**config.mk**
```make
export PLATFORM = sky130hd
export DESIGN_NAME = tlic_top
export DESIGN_NICKNAME = d
export VERILOG_FILES = /design/src/shared/tlic_pkg.sv /design/src/verilog/tlic_arbiter.sv /design/src/verilog/tlic_level_detect.sv /design/src/verilog/tlic_top.sv
export SDC_FILE = /design/constraint.sdc
export NUM_CORES = 1
export LEC_CHECK = 0
export ABC_AREA = 0
export BUFFER_PORTS_ARGS = -buffer_cell sky130_fd_sc_hd__buf_2
export CAP_MARGIN = 15
export CORE_ASPECT_RATIO = 1.25
export CORE_UTILIZATION = 55
export DETAILED_ROUTE_END_ITERATION = 6
export PLACE_DENSITY = 0.82
export REMOVE_ABC_BUFFERS = 1
export SLEW_MARGIN = 20
export SYNTH_ARGS = -nofsm -noshare
export SYNTH_HDL_FRONTEND = slang
export SYNTH_SLANG_ARGS = --single-unit
```
**constraint.sdc**
```tcl
create_clock -name core_clk_i -period 2.7 [get_ports core_clk_i]
set_input_delay 0.405 -clock core_clk_i [delete_from_list [all_inputs] [get_ports core_clk_i]]
set_output_delay 0.405 -clock core_clk_i [all_outputs]
set_load 0.02 [all_outputs]
```
**src/shared/tlic_pkg.sv**
```systemverilog
// shared constants and types of the two-level interrupt controller
`default_nettype none
package tlic_pkg;
  // ****************************************
  // register offsets
  // ****************************************
  localparam logic [7:0] ADDR_ENABLE_MAIN   = 8'hA8;
  localparam logic [7:0] ADDR_PRIORITY_MAIN = 8'hB8;
  localparam logic [7:0] ADDR_REQUEST_FLAGS = 8'hC0;
  localparam logic [7:0] ADDR_P1_ENABLE     = 8'hE8;
  localparam logic [7:0] ADDR_P1_POLARITY   = 8'hE9;
  localparam logic [7:0] ADDR_P1_PRIORITY   = 8'hF8;
  // ****************************************
  // field positions and reset values
  // ****************************************
  localparam int          GATE_BIT     = 7;
  localparam int          EXT0_BIT     = 0;
  localparam int          TMR0_BIT     = 1;
  localparam int          EXT1_BIT     = 2;
  localparam int          TMR1_BIT     = 3;
  localparam logic [7:0]  REG_RESET    = 8'h00;
  localparam int          NUM_SOURCES  = 12;
  // ****************************************
  // vectors
  // ****************************************
  localparam logic [15:0] VEC_EXT0     = 16'h0003;
  localparam logic [15:0] VEC_TMR0     = 16'h000B;
  localparam logic [15:0] VEC_EXT1     = 16'h0013;
  localparam logic [15:0] VEC_TMR1     = 16'h001B;
  localparam logic [15:0] VEC_P1_BASE  = 16'h003B;
  localparam logic [15:0] VEC_P1_STEP  = 16'h0008;

  // source index order: 0 ext0, 1 tmr0, 2 ext1, 3 tmr1, 4..11 ext2..ext9
  typedef logic [NUM_SOURCES-1:0] tlic_src_type;

  typedef struct packed {
    logic       wr;
    logic       rd;
    logic [7:0] addr;
    logic [7:0] wdata;
  } tlic_bus_type;

  typedef struct packed {
    logic        valid;
    logic        high;
    logic [3:0]  index;
    logic [15:0] vector;
  } tlic_grant_type;

  typedef enum logic [1:0] {ST_IDLE, ST_LOW, ST_HIGH} tlic_level_type;
endpackage
`default_nettype wire

```
**src/verilog/tlic_arbiter.sv**
```systemverilog
// fixed-order two-level arbiter producing the winning source and vector
`default_nettype none
module tlic_arbiter
  import tlic_pkg::*;
(
  input  wire logic           [NUM_SOURCES-1:0] req_i,
  input  wire logic           [NUM_SOURCES-1:0] high_i,
  output tlic_grant_type                        high_grant_o,
  output tlic_grant_type                        low_grant_o
);
  // ****************************************
  // helpers
  // ****************************************
  function automatic logic [15:0] vec_of(input logic [3:0] idx);
    case (idx)
      4'h0:    vec_of = VEC_EXT0;
      4'h1:    vec_of = VEC_TMR0;
      4'h2:    vec_of = VEC_EXT1;
      4'h3:    vec_of = VEC_TMR1;
      default: vec_of = 16'(VEC_P1_BASE + 16'(VEC_P1_STEP * 16'(idx - 4'h4))); // RULE2
    endcase
  endfunction

  // walk the fixed service order, first pending wins
  function automatic tlic_grant_type pick(input logic [NUM_SOURCES-1:0] r,
                                          input logic                   hi);
    logic [3:0] order [NUM_SOURCES];
    tlic_grant_type g;
    order = '{4'h0, 4'h7, 4'h1, 4'h8, 4'h2, 4'h4,
              4'h9, 4'h3, 4'h5, 4'hA, 4'h6, 4'hB};                  // RULE14
    g = '0;
    for (int i = NUM_SOURCES - 1; i >= 0; i--) begin
      if (r[order[i]]) begin
        g.valid  = 1'b1;
        g.index  = order[i];
        g.vector = vec_of(order[i]);
      end
    end
    g.high = hi;
    return g;
  endfunction

  assign high_grant_o = pick(req_i & high_i, 1'b1);                 // RULE7
  assign low_grant_o  = pick(req_i & ~high_i, 1'b0);
endmodule
`default_nettype wire

```
**src/verilog/tlic_level_detect.sv**
```systemverilog
// level detection and request flag register of the eight port 1 interrupts
`default_nettype none
module tlic_level_detect
  import tlic_pkg::*;
#(
  parameter int WIDTH = 8
) (
  input  wire logic             core_clk_i,
  input  wire logic             reset_n_i,
  input  wire logic [WIDTH-1:0] pins_i,
  input  wire logic [WIDTH-1:0] polarity_i,
  input  wire logic [WIDTH-1:0] enable_i,
  input  wire logic             flag_wr_i,
  input  wire logic [WIDTH-1:0] flag_wdata_i,
  output logic      [WIDTH-1:0] flags_o,
  output logic      [WIDTH-1:0] wake_o
);
  logic [WIDTH-1:0] active;
  logic [WIDTH-1:0] flags_d;
  logic [WIDTH-1:0] flags_q;

  // polarity bit 1 means active high, 0 active low; level, not edge
  assign active  = ~(pins_i ^ polarity_i);                          // RULE8 RULE10
  // a pin still active keeps setting its flag, so set wins over a clear
  assign flags_d = flag_wr_i ? (flag_wdata_i | active) : (flags_q | active); // RULE11 RULE12
  // wake is combinational here, but tlic_top registers it into wake_o on core_clk_i
  assign wake_o  = active & enable_i;                               // RULE9 RULE18
  assign flags_o = flags_q;

  always_ff @(posedge core_clk_i) begin
    if (!reset_n_i) begin
      flags_q <= WIDTH'(REG_RESET);                                 // RULE20
    end else begin
      flags_q <= flags_d;
    end
  end
endmodule
`default_nettype wire

```
**src/verilog/tlic_top.sv**
```systemverilog
// two-level interrupt controller: registers, gating, nesting and vector output
//
// What this block does
// (RULE1) twelve sources: ext 0, ext 1, timer 0, timer 1, ext 2 to 9
// (RULE2) each source has its own fixed vector address
// (RULE3) each source has an enable bit; disabled sources are never taken
// (RULE4) bit 7 of main enable register gates all interrupts
// (RULE5) port 1 enable bit 0 disables, 1 enables
// (RULE6) each source has its own priority bit
// (RULE7) priority bit 1 selects high level, 0 low level
// (RULE8) ext 2 to 9 are level sensitive
// (RULE9) an enabled ext 2 to 9 wakes the device from power-down
// (RULE10) polarity bit 0 means active low, 1 active high
// (RULE11) a recognised port 1 request sets its flag
// (RULE12) flags are cleared only by software writes, never on vectoring
// (RULE13) a flag still set at return raises the interrupt again
// (RULE14) fixed order resolves simultaneous same-level requests
// (RULE15) bit k of port 1 registers maps to ext k+2
// (RULE16) high pre-empts low; nothing interrupts high until it returns
// (RULE17) ext 2 to 9 come from port 1 pins in order
// (RULE18) power-down ends on reset or an enabled port 1 interrupt
// (RULE19) idle ends on any interrupt; logic stays clocked
// (RULE20) reset clears all enable, priority, polarity and flag registers
//
// The plain strobed port is this design's own decision.
`default_nettype none
module tlic_top
  import tlic_pkg::*;
(
  input  wire logic        core_clk_i,
  input  wire logic        reset_n_i,
  input  wire logic [7:0]  reg_addr_i,
  input  wire logic [7:0]  reg_wdata_i,
  input  wire logic        reg_wr_i,
  input  wire logic        reg_rd_i,
  output logic      [7:0]  reg_rdata_o,
  input  wire logic        ext0_irq_i,
  input  wire logic        ext_irq_one_input,
  input  wire logic        timer0_overflow_flag,
  input  wire logic        timer1_overflow_flag,
  input  wire logic [7:0]  port1_irq_inputs,
  input  wire logic        irq_ack_i,
  input  wire logic        irq_return_i,
  output logic             irq_req_o,
  output logic      [15:0] irq_vector_o,
  output logic      [3:0]  irq_source_o,
  output logic             wake_o,
  output logic             idle_exit_o,
  output logic      [1:0]  service_level_o
);
  // ****************************************
  // register bus decode
  // ****************************************
  tlic_bus_type bus;
  logic         wr_en_main, wr_pr_main, wr_flags, wr_en_p1, wr_pol_p1, wr_pr_p1;
  logic [7:0]   rdata_d;

  // one driver for the whole carrier: fields are wr, rd, addr, wdata
  assign bus = {reg_wr_i, reg_rd_i, reg_addr_i, reg_wdata_i};

  assign wr_en_main = bus.wr && (bus.addr == ADDR_ENABLE_MAIN);
  assign wr_pr_main = bus.wr && (bus.addr == ADDR_PRIORITY_MAIN);
  assign wr_flags   = bus.wr && (bus.addr == ADDR_REQUEST_FLAGS);
  assign wr_en_p1   = bus.wr && (bus.addr == ADDR_P1_ENABLE);
  assign wr_pol_p1  = bus.wr && (bus.addr == ADDR_P1_POLARITY);
  assign wr_pr_p1   = bus.wr && (bus.addr == ADDR_P1_PRIORITY);

  // ****************************************
  // registers
  // ****************************************
  logic [7:0] interrupt_enable_main_q;
  logic [7:0] interrupt_priority_main_q;
  logic [7:0] port1_interrupt_enable_q;
  logic [7:0] port1_interrupt_polarity_q;
  logic [7:0] port1_interrupt_priority_q;
  logic [7:0] port1_interrupt_request_flags;
  logic [7:0] p1_wake;

  // unused bits of the main enable register read back as zero
  localparam logic [7:0] ENABLE_MAIN_MASK   = 8'h8F;
  localparam logic [7:0] PRIORITY_MAIN_MASK = 8'h0F;

  always_ff @(posedge core_clk_i) begin
    if (!reset_n_i) begin
      interrupt_enable_main_q    <= REG_RESET;                      // RULE20
      interrupt_priority_main_q  <= REG_RESET;
      port1_interrupt_enable_q   <= REG_RESET;
      port1_interrupt_polarity_q <= REG_RESET;
      port1_interrupt_priority_q <= REG_RESET;
    end else begin
      if (wr_en_main) begin
        interrupt_enable_main_q <= bus.wdata & ENABLE_MAIN_MASK;    // RULE3 RULE4
      end
      if (wr_pr_main) begin
        interrupt_priority_main_q <= bus.wdata & PRIORITY_MAIN_MASK; // RULE6
      end
      if (wr_en_p1) begin
        port1_interrupt_enable_q <= bus.wdata;                      // RULE5
      end
      if (wr_pol_p1) begin
        port1_interrupt_polarity_q <= bus.wdata;                    // RULE10
      end
      if (wr_pr_p1) begin
        port1_interrupt_priority_q <= bus.wdata;                    // RULE6
      end
    end
  end

  // ****************************************
  // port 1 level detection and flags
  // ****************************************
  tlic_level_detect #(
    .WIDTH (8)
  ) u_detect (
    .core_clk_i   (core_clk_i),
    .reset_n_i    (reset_n_i),
    .pins_i       (port1_irq_inputs),                               // RULE17
    .polarity_i   (port1_interrupt_polarity_q),
    .enable_i     (port1_interrupt_enable_q),
    .flag_wr_i    (wr_flags),
    .flag_wdata_i (bus.wdata),
    .flags_o      (port1_interrupt_request_flags),
    .wake_o       (p1_wake)
  );

  // ****************************************
  // request gating
  // ****************************************
  logic [NUM_SOURCES-1:0] raw_req, src_en, src_high, gated_req;

  assign raw_req  = {port1_interrupt_request_flags,                 // RULE1 RULE15
                     timer1_overflow_flag, ext_irq_one_input,
                     timer0_overflow_flag, ext0_irq_i};
  assign src_en   = {port1_interrupt_enable_q,
                     interrupt_enable_main_q[TMR1_BIT], interrupt_enable_main_q[EXT1_BIT],
                     interrupt_enable_main_q[TMR0_BIT], interrupt_enable_main_q[EXT0_BIT]};
  assign src_high = {port1_interrupt_priority_q, interrupt_priority_main_q[3:0]}; // RULE6
  // flags stay set until software clears them, so an unserviced one repeats
  assign gated_req = interrupt_enable_main_q[GATE_BIT] ? (raw_req & src_en)  // RULE3 RULE4 RULE13
                                                       : '0;

  tlic_grant_type high_grant, low_grant, chosen;

  tlic_arbiter u_arb (
    .req_i        (gated_req),
    .high_i       (src_high),
    .high_grant_o (high_grant),
    .low_grant_o  (low_grant)
  );

  // ****************************************
  // nesting state
  // ****************************************
  tlic_level_type level_q, level_d;
  logic           saved_low_q;
  logic           took_high_q;
  logic           take;

  // while in high nothing is offered; in low only high is offered
  always_comb begin
    case (level_q)
      ST_IDLE: chosen = high_grant.valid ? high_grant : low_grant;  // RULE14
      ST_LOW:  chosen = high_grant;                                 // RULE16
      ST_HIGH: chosen = '0;                                         // RULE16
      default: chosen = '0;
    endcase
  end

  assign take = irq_ack_i && irq_req_o;

  always_comb begin
    level_d = level_q;
    case (level_q)
      ST_IDLE: begin
        if (take) begin
          // level of the offer registered beside irq_req_o, not of the live grant
          level_d = took_high_q ? ST_HIGH : ST_LOW;                   // RULE16
        end
      end
      ST_LOW: begin
        if (take) begin
          level_d = ST_HIGH;
        end else if (irq_return_i) begin
          level_d = ST_IDLE;
        end
      end
      ST_HIGH: begin
        if (irq_return_i) begin
          level_d = saved_low_q ? ST_LOW : ST_IDLE;
        end
      end
      default: level_d = ST_IDLE;
    endcase
  end

  // ****************************************
  // outputs
  // ****************************************
  always_comb begin
    rdata_d = REG_RESET;
    case (bus.addr)
      ADDR_ENABLE_MAIN:   rdata_d = interrupt_enable_main_q;
      ADDR_PRIORITY_MAIN: rdata_d = interrupt_priority_main_q;
      ADDR_REQUEST_FLAGS: rdata_d = port1_interrupt_request_flags;
      ADDR_P1_ENABLE:     rdata_d = port1_interrupt_enable_q;
      ADDR_P1_POLARITY:   rdata_d = port1_interrupt_polarity_q;
      ADDR_P1_PRIORITY:   rdata_d = port1_interrupt_priority_q;
      default:            rdata_d = REG_RESET;
    endcase
  end

  always_ff @(posedge core_clk_i) begin
    if (!reset_n_i) begin
      level_q         <= ST_IDLE;
      saved_low_q     <= 1'b0;
      took_high_q     <= 1'b0;
      irq_req_o       <= 1'b0;
      irq_vector_o    <= 16'h0000;
      irq_source_o    <= 4'h0;
      wake_o          <= 1'b0;
      idle_exit_o     <= 1'b0;
      service_level_o <= 2'b00;
      reg_rdata_o     <= REG_RESET;
    end else begin
      level_q         <= level_d;
      if (take && level_q == ST_LOW) begin
        saved_low_q <= 1'b1;
      end else if (level_d == ST_IDLE) begin
        saved_low_q <= 1'b0;
      end
      took_high_q     <= chosen.high;
      // the request drops for a cycle on an ack so a stale vector is never retaken
      irq_req_o       <= chosen.valid && !take && !irq_return_i;
      irq_vector_o    <= chosen.vector;                             // RULE2
      irq_source_o    <= chosen.index;
      wake_o          <= |p1_wake;                                  // RULE9 RULE18
      idle_exit_o     <= |gated_req;                                // RULE19
      service_level_o <= level_d;
      reg_rdata_o     <= bus.rd ? rdata_d : REG_RESET;
    end
  end
endmodule
`default_nettype wire
```
[Yosys cells after proc, flatten, opt, wreduce, memory -nomap -nowiden]
Cells that the tools add are included.
Operators by class
  add/subtract/negate cells: 0
  $mul: 0
  divide/modulo/power cells: 0
  order comparisons: 0
  equality and inequality tests: 8
  shift-type cells: 0
  mux-type cells: 62
  bitwise logic cells: 9
  reduce and logical (&&, ||, !) cells: 18
Operators with widths (count)
  $mux W20: 24
  $eq A8 B8 Y1 const B: 6
  $pmux W8 S6: 1
  $pmux W22 S2: 1
  $and A12 B12 Y12: 3
  $mux W1: 27
  $mux W22: 1
  $or A8 B8 Y8: 2
  $mux W12: 1
  $not A12 Y12: 1
  $reduce_or A12 Y1: 1
  $logic_and A1 B1 Y1: 10
  $mux W2: 5
  $and A8 B8 Y8: 1
  $mux W8: 1
  $not A8 Y8: 1
  $reduce_or A8 Y1: 1
  $xor A8 B8 Y8: 1
  $pmux W2 S3: 1
  $logic_not A2 Y1: 2
  $eq A2 B1 Y1 const B: 1
  $eq A2 B2 Y1 const B: 1
  $logic_not A1 Y1: 2
  $reduce_and A2 Y1: 1
  $reduce_bool A2 Y1: 1
Word-level totals
  flip-flop bits (word level): 76
  bits in latches: 0
  bits in writable memories: 0
  ROM bits: 0
  input port bits: 34
  output and inout bits: 33
  word-level logic and storage cells: 112
  memories: 0

[Depth between registers and ports, before layout]
Gate-level depths: netlist of the first run.
  depth after elaboration: 19
  depth in mapped cells: 9
  mapped depth without buffers: 6

[Hierarchy]
Synthesis of the first run repeated with hierarchy kept, for this count alone.
Unflattened totals
  cells, all modules: 529
  area, all modules: 4304.1 µm²
By module, submodules not included
  tlic_top: instances 1, cells an instance 340, area each 2962.8 µm², sequential area each 1361.3 µm²
  tlic_arbiter: instances 1, cells an instance 146, area each 869.6 µm², sequential area each 0.0 µm²
  tlic_level_detect: instances 1, cells an instance 43, area each 471.7 µm², sequential area each 160.2 µm²

[Worst setup path after synthesis of the first run]
Ideal clock, no wire load.
  path type: input port to flip-flop
  start: in reg_addr_i[1]
  end: reg interrupt_priority_main_q[0]
  setup time: 0.132 ns
  data arrival time: 1.857 ns
  data required time: 2.568 ns
  setup slack: 0.710 ns
  stages: 7
  cell sequence: or3b_4 or3_1 buf_6 nor3b_4 nand2_2 nand2_1 a21oi_1
On the way
  longest elaborated chain between the ends: 2
RTL lines
  start: declaration: line tlic_top.sv:32  | input wire logic [7:0] reg_addr_i,
  $eq A8 B8 Y1: line tlic_top.sv:62  | assign wr_pr_main = bus.wr && (bus.addr == ADDR_PRIORITY_MAIN);
  $logic_and A1 B1 Y1: line tlic_top.sv:62
  end signal: assignment: line tlic_top.sv:95  | interrupt_priority_main_q <= bus.wdata & PRIORITY_MAIN_MASK;
  end: declaration: line tlic_top.sv:72  | logic [7:0] interrupt_priority_main_q;
No other way between the ends.
A chain may end at the register's enable or synchronous reset.

[Worst setup path in the final report of the first run]
  start: reg interrupt_enable_main_q[7]
  end: reg irq_vector_o[5]
On the way
  longest elaborated chain between the ends: 16
  elaborated cells between the ends (all ways): 41
RTL lines
  start: declaration: line tlic_top.sv:71  | logic [7:0] interrupt_enable_main_q;
  start signal: assignment: line tlic_top.sv:92  | interrupt_enable_main_q <= bus.wdata & ENABLE_MAIN_MASK;
  $mux W12 (*): line tlic_top.sv:139  | assign gated_req = interrupt_enable_main_q[GATE_BIT] ? (raw_req & src_en)
  $and A12 B12 Y12, on equally long branches: line tlic_arbiter.sv:44, tlic_arbiter.sv:43
  $mux W20 or $mux W1 (tied branches) (12 in series): line tlic_arbiter.sv:33  | if (r[order[i]]) begin
  $mux W22: line tlic_top.sv:162  | ST_IDLE: chosen = high_grant.valid ? high_grant : low_grant;
  $pmux W22 S2 (*): line tlic_top.sv:161  | case (level_q)
  end signal: assignment: line tlic_top.sv:234  | irq_vector_o <= chosen.vector;
  end: declaration: line tlic_top.sv:45  | output logic [15:0] irq_vector_o,
Every way passes the cells marked *; elsewhere a longest branch is shown, timed or not.

==> results.md, run 1 <==
- Initial Utilization: 0.575
- Sw Pwr: 0.000495 W
- DRC Markers: 0
- Clock sinks: 65
- EDFF count, synth: 0
- Power Density: 493 mW/mm^2
- CP Data Arrival Time: 2.53 ns
- Post-cts resize count: 0
- Final #Nets: 547
- Minimum clock period: 2.28 ns
- Crit path cell chain: buf_12, nand4_1, nand3_1, nor4_4, nor4_1, nand3_1, o41ai_2
- Slowest-stage cell, CP: nor4_1
- Min-Delay Startpoint: irq_return_i
- CP most frequent cell: nand3_1
- Via count: 3699
- R2R setup slack: 0.42 ns
- Reg-to-Reg End: irq_vector_o[5]$_SDFF_PN0_
- Max VDD drop: 0.445 mV
- Synth Register Bits: 65
- Comb power frac: 0.057
- Max_slew headroom: 0.542
- Overall Power: 0.00202 W
- Initial drt markers: 242
- Static leakage: 1.64 nW
- Vias in the first global route: 3523
- H-tree levels: 3
- Net Sw Frac: 0.245
- Setup crit start kind: register
- Synth cell count leaders: dfxtp_1 (65), a21oi_1 (59), nand2_1 (58)
- DR pass1 iterations: 5
- Post-route ant nets: 0
- Top cell type by total area after synthesis: dfxtp_1
- Die Span X: 74.3 um
- CTS tree: built
- Dpl ws: 0.380 ns
- Top FF cell, synth: dfxtp_1
- Hold Crit Depth: 2
- Pins Over Slew Limit: 0
- Clock Skews: 0.00689 ns
- N_diodes: 0
- Cts bufs inserted: 9
- Max cap viols: 0
- Std-Cell Rows: 32
- Final Wtd Congestion: 0.966
- DR WL/cell: 17.0 um
- Status: complete, no violations
- Worst setup path category: reg2reg
- Power Internal: 0.00153 W
- Peak Freq: 0.439 GHz
- Worst path required time: 2.95 ns
- Cell variety after synth: 55
- Worst setup margin: 0.422 ns
- Clock Power Share: 0.458
- Vias per Instance: 6.13
- Setup TNS: 0 ns
- Flop pwr share: 0.485
- RSZ-0062 raised after global routing: false
- Fillers: 577
- Top-area cell type share of the netlist area: 0.362
- Top post-synthesis cells by area: dfxtp_1 (36%), a21oi_1 (8.2%), nand3_1 (7.0%), nand2_1 (6.1%), nor2_1 (3.8%)
- Die area: 0.00686 mm^2
- Final Hold Fails: 0
- Syn Std Cell Area: 0.00359 mm^2
- Core Area: 0.00625 mm^2
- Latest clock arrival within the worst-skew pair: 0.35 ns
- Synthesis-to-finish area growth: 14.3%
- Fraction of registers with async set or reset after synthesis: 0
- Gr usage total: 0.317
- FF-to-FF path depth: 7
- Mapped Cells: 463
- Setup crit end kind: register
- Grt total ovfl: 0
- Ys Warns: 0
- Die Height: 92.3 um
- Slowest stage delay, CP: 0.62 ns
- Root Driver: clkbuf_8
- Reg clk slew, reported paths: 0.07 ns
- Dpl hpwl: 7480 um
- Hold Path Class: in2reg
- Top-count cell post-synth: dfxtp_1
- First-pass GRT wire length: 16700 um
- Largest net degree at the start of global routing: 47
- I/O pins: 67
- CP startpoint: interrupt_enable_main_q[7]$_SDFFE_PN0P_
- Post-synthesis sequential area ratio: 0.362
- Reg2reg start: interrupt_enable_main_q[7]$_SDFFE_PN0P_
- Mapped Avg Cell Area: 7.75 um^2
- Final WL: 10200 um
- Initial antenna violation count: 0
- CP Max Fanout: 31
- Layout cell share with drive strength beyond 1: 0.178
- Final Setup Violations: 0
- Slew @ Worst Pin: 0.680 ns
- IO Port Bufs: 56
- Hold-fix buffer count after cts: 0
- Clock buffer depth: 2
- Worst Hold End: irq_req_o$_SDFF_PN0_
- Period utilization: 0.844
- Postcts setup bufs: 0
cell families (layout without fill, tap and decap cells):
family,after synthesis,count (layout),synth area share
other,1,10,0.00104
multiplexers,13,13,0.0362
buffers and inverters,46,92,0.0673
flip-flops,65,65,0.362
AND/OR/NAND/NOR,208,208,0.309
AO/OA/AOI/OAI,122,122,0.204
XOR/XNOR,8,8,0.0195
power groups by stage:
stage,sequential (W),combinational [W],clock [W]
after floorplan,0.000998,0.0000483,0
after global placement,0.00100,0.000111,0
after detailed placement,0.00100,0.000113,0
after CTS,0.000981,0.000113,0.000929
after global routing,0.000982,0.000124,0.000973
final,0.000981,0.000115,0.000925
through the flow:
| step | cell area, um^2 | cells | util | hold slack (ns) |
|---|---|---|---|---|
| final | 4100 | 603 | 0.657 | 0.284 |
| after detailed placement | 3880 | 587 | 0.622 | 0.477 |
| after global routing | 4100 | 603 | 0.657 | 0.302 |
| after CTS | 4100 | 603 | 0.657 | 0.275 |
| after global placement | 3880 | 587 | 0.622 | 0.468 |
| after floorplan | 3430 | 439 | - | 0.449 |
layout by cell type, fill, tap and decap left out, drive strengths merged, types with 2 or more instances in the layout:
cell type and count:
bufinv 2, dfxtp 65, o22ai 6, conb 10
nand2 60, nor2 38, o31ai 2, a31oi 8
inv 13, clkbuf 10, nor4 5, a22oi 7
and4b 2, clkinv 2, nor3b 5, buf 63
nand4 13, nand3 50, and4 3, and3 2
a221oi 5, mux2i 13, o21a 2, or3 3
clkinvlp 2, o21ai 18, nand2b 4, xor2 8
a21oi 59, o211ai 4, nand4b 12, nor3 6
worst max-delay path by stage:
stage | end | depth (start not counted) | slack [ns]
after detailed placement | interrupt_priority_main_q[2]$_SDFFE_PN0P_ | 7 | 0.38
after global routing | irq_source_o[3]$_SDFF_PN0_ | 7 | 0.34
after global placement | interrupt_priority_main_q[1]$_SDFFE_PN0P_ | 7 | 0.45
after CTS | irq_vector_o[5]$_SDFF_PN0_ | 7 | 0.53
after floorplan | port1_interrupt_priority_q[0]$_SDFFE_PN0P_ | 6 | 0.50
final | irq_vector_o[5]$_SDFF_PN0_ | 7 | 0.42
critical path, delay by kind of cell (launching register included):
kind | cells | cell delay [ns]
buf+inv | 1 | 0.20
simple gates | 5 | 1.48
compound gates | 1 | 0.09
flops | 1 | 0.43
per-layer routing:
| layer | global-route usage | vias up | wire length [um] |
|---|---|---|---|
| met1 | 0.378 | 1704 | 4060 |
| met4 | 0.162 | 0 | 365 |
| met3 | 0.0370 | 39 | 645 |
| li1 | - | 1773 | - |
| met2 | 0.547 | 183 | 5170 |
| met5 | 0 | - | 0 |
cell type report:
| cell class | count | area [um^2] | share of cell area |
|---|---|---|---|
| clock buffer | 10 | 128 | 0.0311 |
| timing repair buffer | 63 | 345 | 0.0842 |
| clock inverter | 6 | 92.6 | 0.0226 |
| inverter | 13 | 48.8 | 0.0119 |
| tap | 85 | 106 | 0.0259 |
| sequential | 65 | 1300 | 0.317 |
| multi-input combinational | 361 | 2080 | 0.507 |
sequential cells by signal, indices dropped and copies added (netlist names):
name,flops
idle_exit_o,1
interrupt_enable_main_q,5
interrupt_priority_main_q,4
irq_req_o,1
irq_source_o,4
irq_vector_o,5
level_q,2
port1_interrupt_enable_q,8
port1_interrupt_polarity_q,8
port1_interrupt_priority_q,8
reg_rdata_o,8
saved_low_q,1
took_high_q,1
u_detect.flags_o,8
wake_o,1
Power figures use the tool's default switching activity.
==> run 2, diff against run 1 <==
==> constraint.sdc (replaced) <==
create_clock -name core_clk_i -period 2.4 [get_ports core_clk_i]
set_input_delay 0.36 -clock core_clk_i [delete_from_list [all_inputs] [get_ports core_clk_i]]
set_output_delay 0.36 -clock core_clk_i [all_outputs]
set_load 0.02 [all_outputs]
==> results.md, run 2 (synthesis gave the netlist of run 1 again) <==
- Postcts setup bufs: 0 (unchanged)
- Layout cell share with drive strength beyond 1: 0.180 (+0.00282)
- Worst path required time: 2.65 ns (-0.30 ns)
- Min-Delay Startpoint: irq_return_i
- Hold-fix buffer count after cts: 0 (unchanged)
- Max cap viols: 0 (unchanged)
- CP startpoint: interrupt_enable_main_q[7]$_SDFFE_PN0P_
- Slew @ Worst Pin: 0.560 ns (-0.120 ns)
- Status: complete, no violations
- Setup TNS: 0 ns (unchanged)
- Commonest non-fill, non-tap cell in the layout: dfxtp_1
- DRC Markers: 0 (unchanged)
- Post-route ant nets: 0 (unchanged)
- Setup crit end kind: register
- Vias per Instance: 6.07 (-1.1%)
- Die Height: 92.3 um (unchanged)
- First-pass GRT wire length: 16400 um (-1.8%)
- Synthesis-to-finish area growth: 14.3% (about the same)
- Die Span X: 74.3 um (unchanged)
- DR WL/cell: 16.5 um (-2.8%)
- Period utilization: 0.865 (+0.0209)
- Initial drt markers: 242 (unchanged)
- Most frequent cells in the layout: dfxtp_1 (65), a21oi_1 (59), nand2_1 (58)
- Initial Utilization: 0.575 (unchanged)
- H-tree levels: 3 (unchanged)
- Root Driver: clkbuf_8
- Die area: 0.00686 mm^2 (unchanged)
- Post-cts resize count: 0 (unchanged)
- Final #Nets: 550 (+0.55%)
- I/O pins: 67 (unchanged)
- Dpl hpwl: 7520 um (+0.47%)
- Gr usage total: 0.313 (-0.00386)
- Clock sinks: 65 (unchanged)
- Reg clk slew, reported paths: 0.07 ns (about the same)
- Cts bufs inserted: 9 (unchanged)
- CP Data Arrival Time: 2.32 ns (-0.21 ns)
- Clock Skews: 0.00698 ns (+0.0000979 ns)
- CTS tree: built
- Slowest-stage cell, CP: nor4_1
- IO Port Bufs: 56 (unchanged)
- Core Area: 0.00625 mm^2 (unchanged)
- Std-Cell Rows: 32 (unchanged)
- Static leakage: 1.65 nW (+0.64%)
- Final Wtd Congestion: 0.926 (-4.1%)
- Vias in the first global route: 3414 (-3.1%)
- Max_slew headroom: 0.623 (+0.0809)
- Setup crit start kind: register
- CP Max Fanout: 23 (-26%)
- Initial antenna violation count: 0 (unchanged)
- Hold Path Class: in2reg
- RSZ-0062 raised after global routing: false
- Max VDD drop: 0.659 mV (+48%)
- Worst setup path category: reg2reg
- Minimum clock period: 2.08 ns (-0.203 ns)
- Pins Over Slew Limit: 0 (unchanged)
- Fillers: 594 (+2.9%)
- N_diodes: 0 (unchanged)
- Grt total ovfl: 0 (unchanged)
- Crit path cell chain: buf_4, nand4_1, nand3_1, nor4_4, nor4_1, nand3_1, o21ai_0
- Latest clock arrival within the worst-skew pair: 0.34 ns (about the same)
- Power Density: 545 mW/mm^2 (+11%)
- DR pass1 iterations: 5 (unchanged)
- Slowest stage delay, CP: 0.52 ns (-0.10 ns)
- Reg2reg start: interrupt_enable_main_q[7]$_SDFFE_PN0P_
- Design area: 0.00410 mm^2 (about the same)
- Placed cell areas: 0.00389 mm^2 (+0.26%)
- CP most frequent cell: nand3_1
- Largest net degree at the start of global routing: 45 (-4.3%)
- Final WL: 10000 um (-2.3%)
- Clock buffer depth: 2 (unchanged)
- Final Hold Fails: 0 (unchanged)
- Peak Freq: 0.482 GHz (+9.8%)
- Final Setup Violations: 0 (unchanged)
- Via count: 3676 (-0.62%)
## run 2: cell types whose count changed in the layout (fill, tap and decap cells not counted)
cell,previous run,this run
buf_4,6,10
clkinv_4,2,0
buf_12,1,0
clkbuf_1,1,2
clkinv_2,0,1
## run 2: final timing paths
kind              slack, ns                                    endpoint  depth (start not counted)
setup / recovery       0.32                  irq_source_o[3]$_SDFF_PN0_                          7
hold / removal         0.26                        irq_req_o$_SDFF_PN0_                          2
setup reg to reg       0.32                  irq_source_o[3]$_SDFF_PN0_                          7
hold reg to reg        0.49  port1_interrupt_polarity_q[3]$_SDFFE_PN0P_                          2
## run 2: cell type report
| type | instances | area (um^2) | area share |
|---|---|---|---|
| tap | 85 | 106 | 0.0259 |
| multi-input combinational | 361 | 2080 | 0.507 |
| timing repair buffer | 66 | 355 | 0.0866 |
| inverter | 13 | 48.8 | 0.0119 |
| clock buffer | 11 | 131 | 0.0320 |
| clock inverter | 5 | 80.1 | 0.0195 |
| sequential | 65 | 1300 | 0.317 |
## run 2: critical path: cells and delay by family, from the launching register on
kind / cells / cell delay, ns
and+or+nand+nor: 5 / 1.29
DFF: 1 / 0.34
buffers and inverters: 1 / 0.23
AOI/OAI and AO/OA: 1 / 0.12
## run 2: per-layer routing
metal	wire (um)	up-vias	share of wire	GRT usage
met5	0	-	0	0
met4	342	0	0.034	0.135
met3	557	28	0.056	0.0642
met2	5070	162	0.51	0.544
met1	4040	1699	0.40	0.364
li1	-	1787	-	-
## run 2: power breakdown
| part | switching [W] | internal, W |
|---|---|---|
| sequential | 0.0000153 | 0.00109 |
| clock | 0.000417 | 0.000584 |
| combinational | 0.0000890 | 0.0000406 |
| total | 0.000522 | 0.00171 |
## run 2: per-stage QoR
stage	instances	util	power, W	hold slack (ns)	worst slack (ns)
3_5_place_dp	590	0.623	0.00125	0.478	0.180
2_1_floorplan	439	-	0.00118	0.437	0.241
6_report	606	0.657	0.00223	0.258	0.325
3_3_place_gp	590	0.623	0.00125	0.470	0.255
4_1_cts	606	0.657	0.00224	0.246	0.356
5_1_grt	606	0.657	0.00230	0.257	0.117
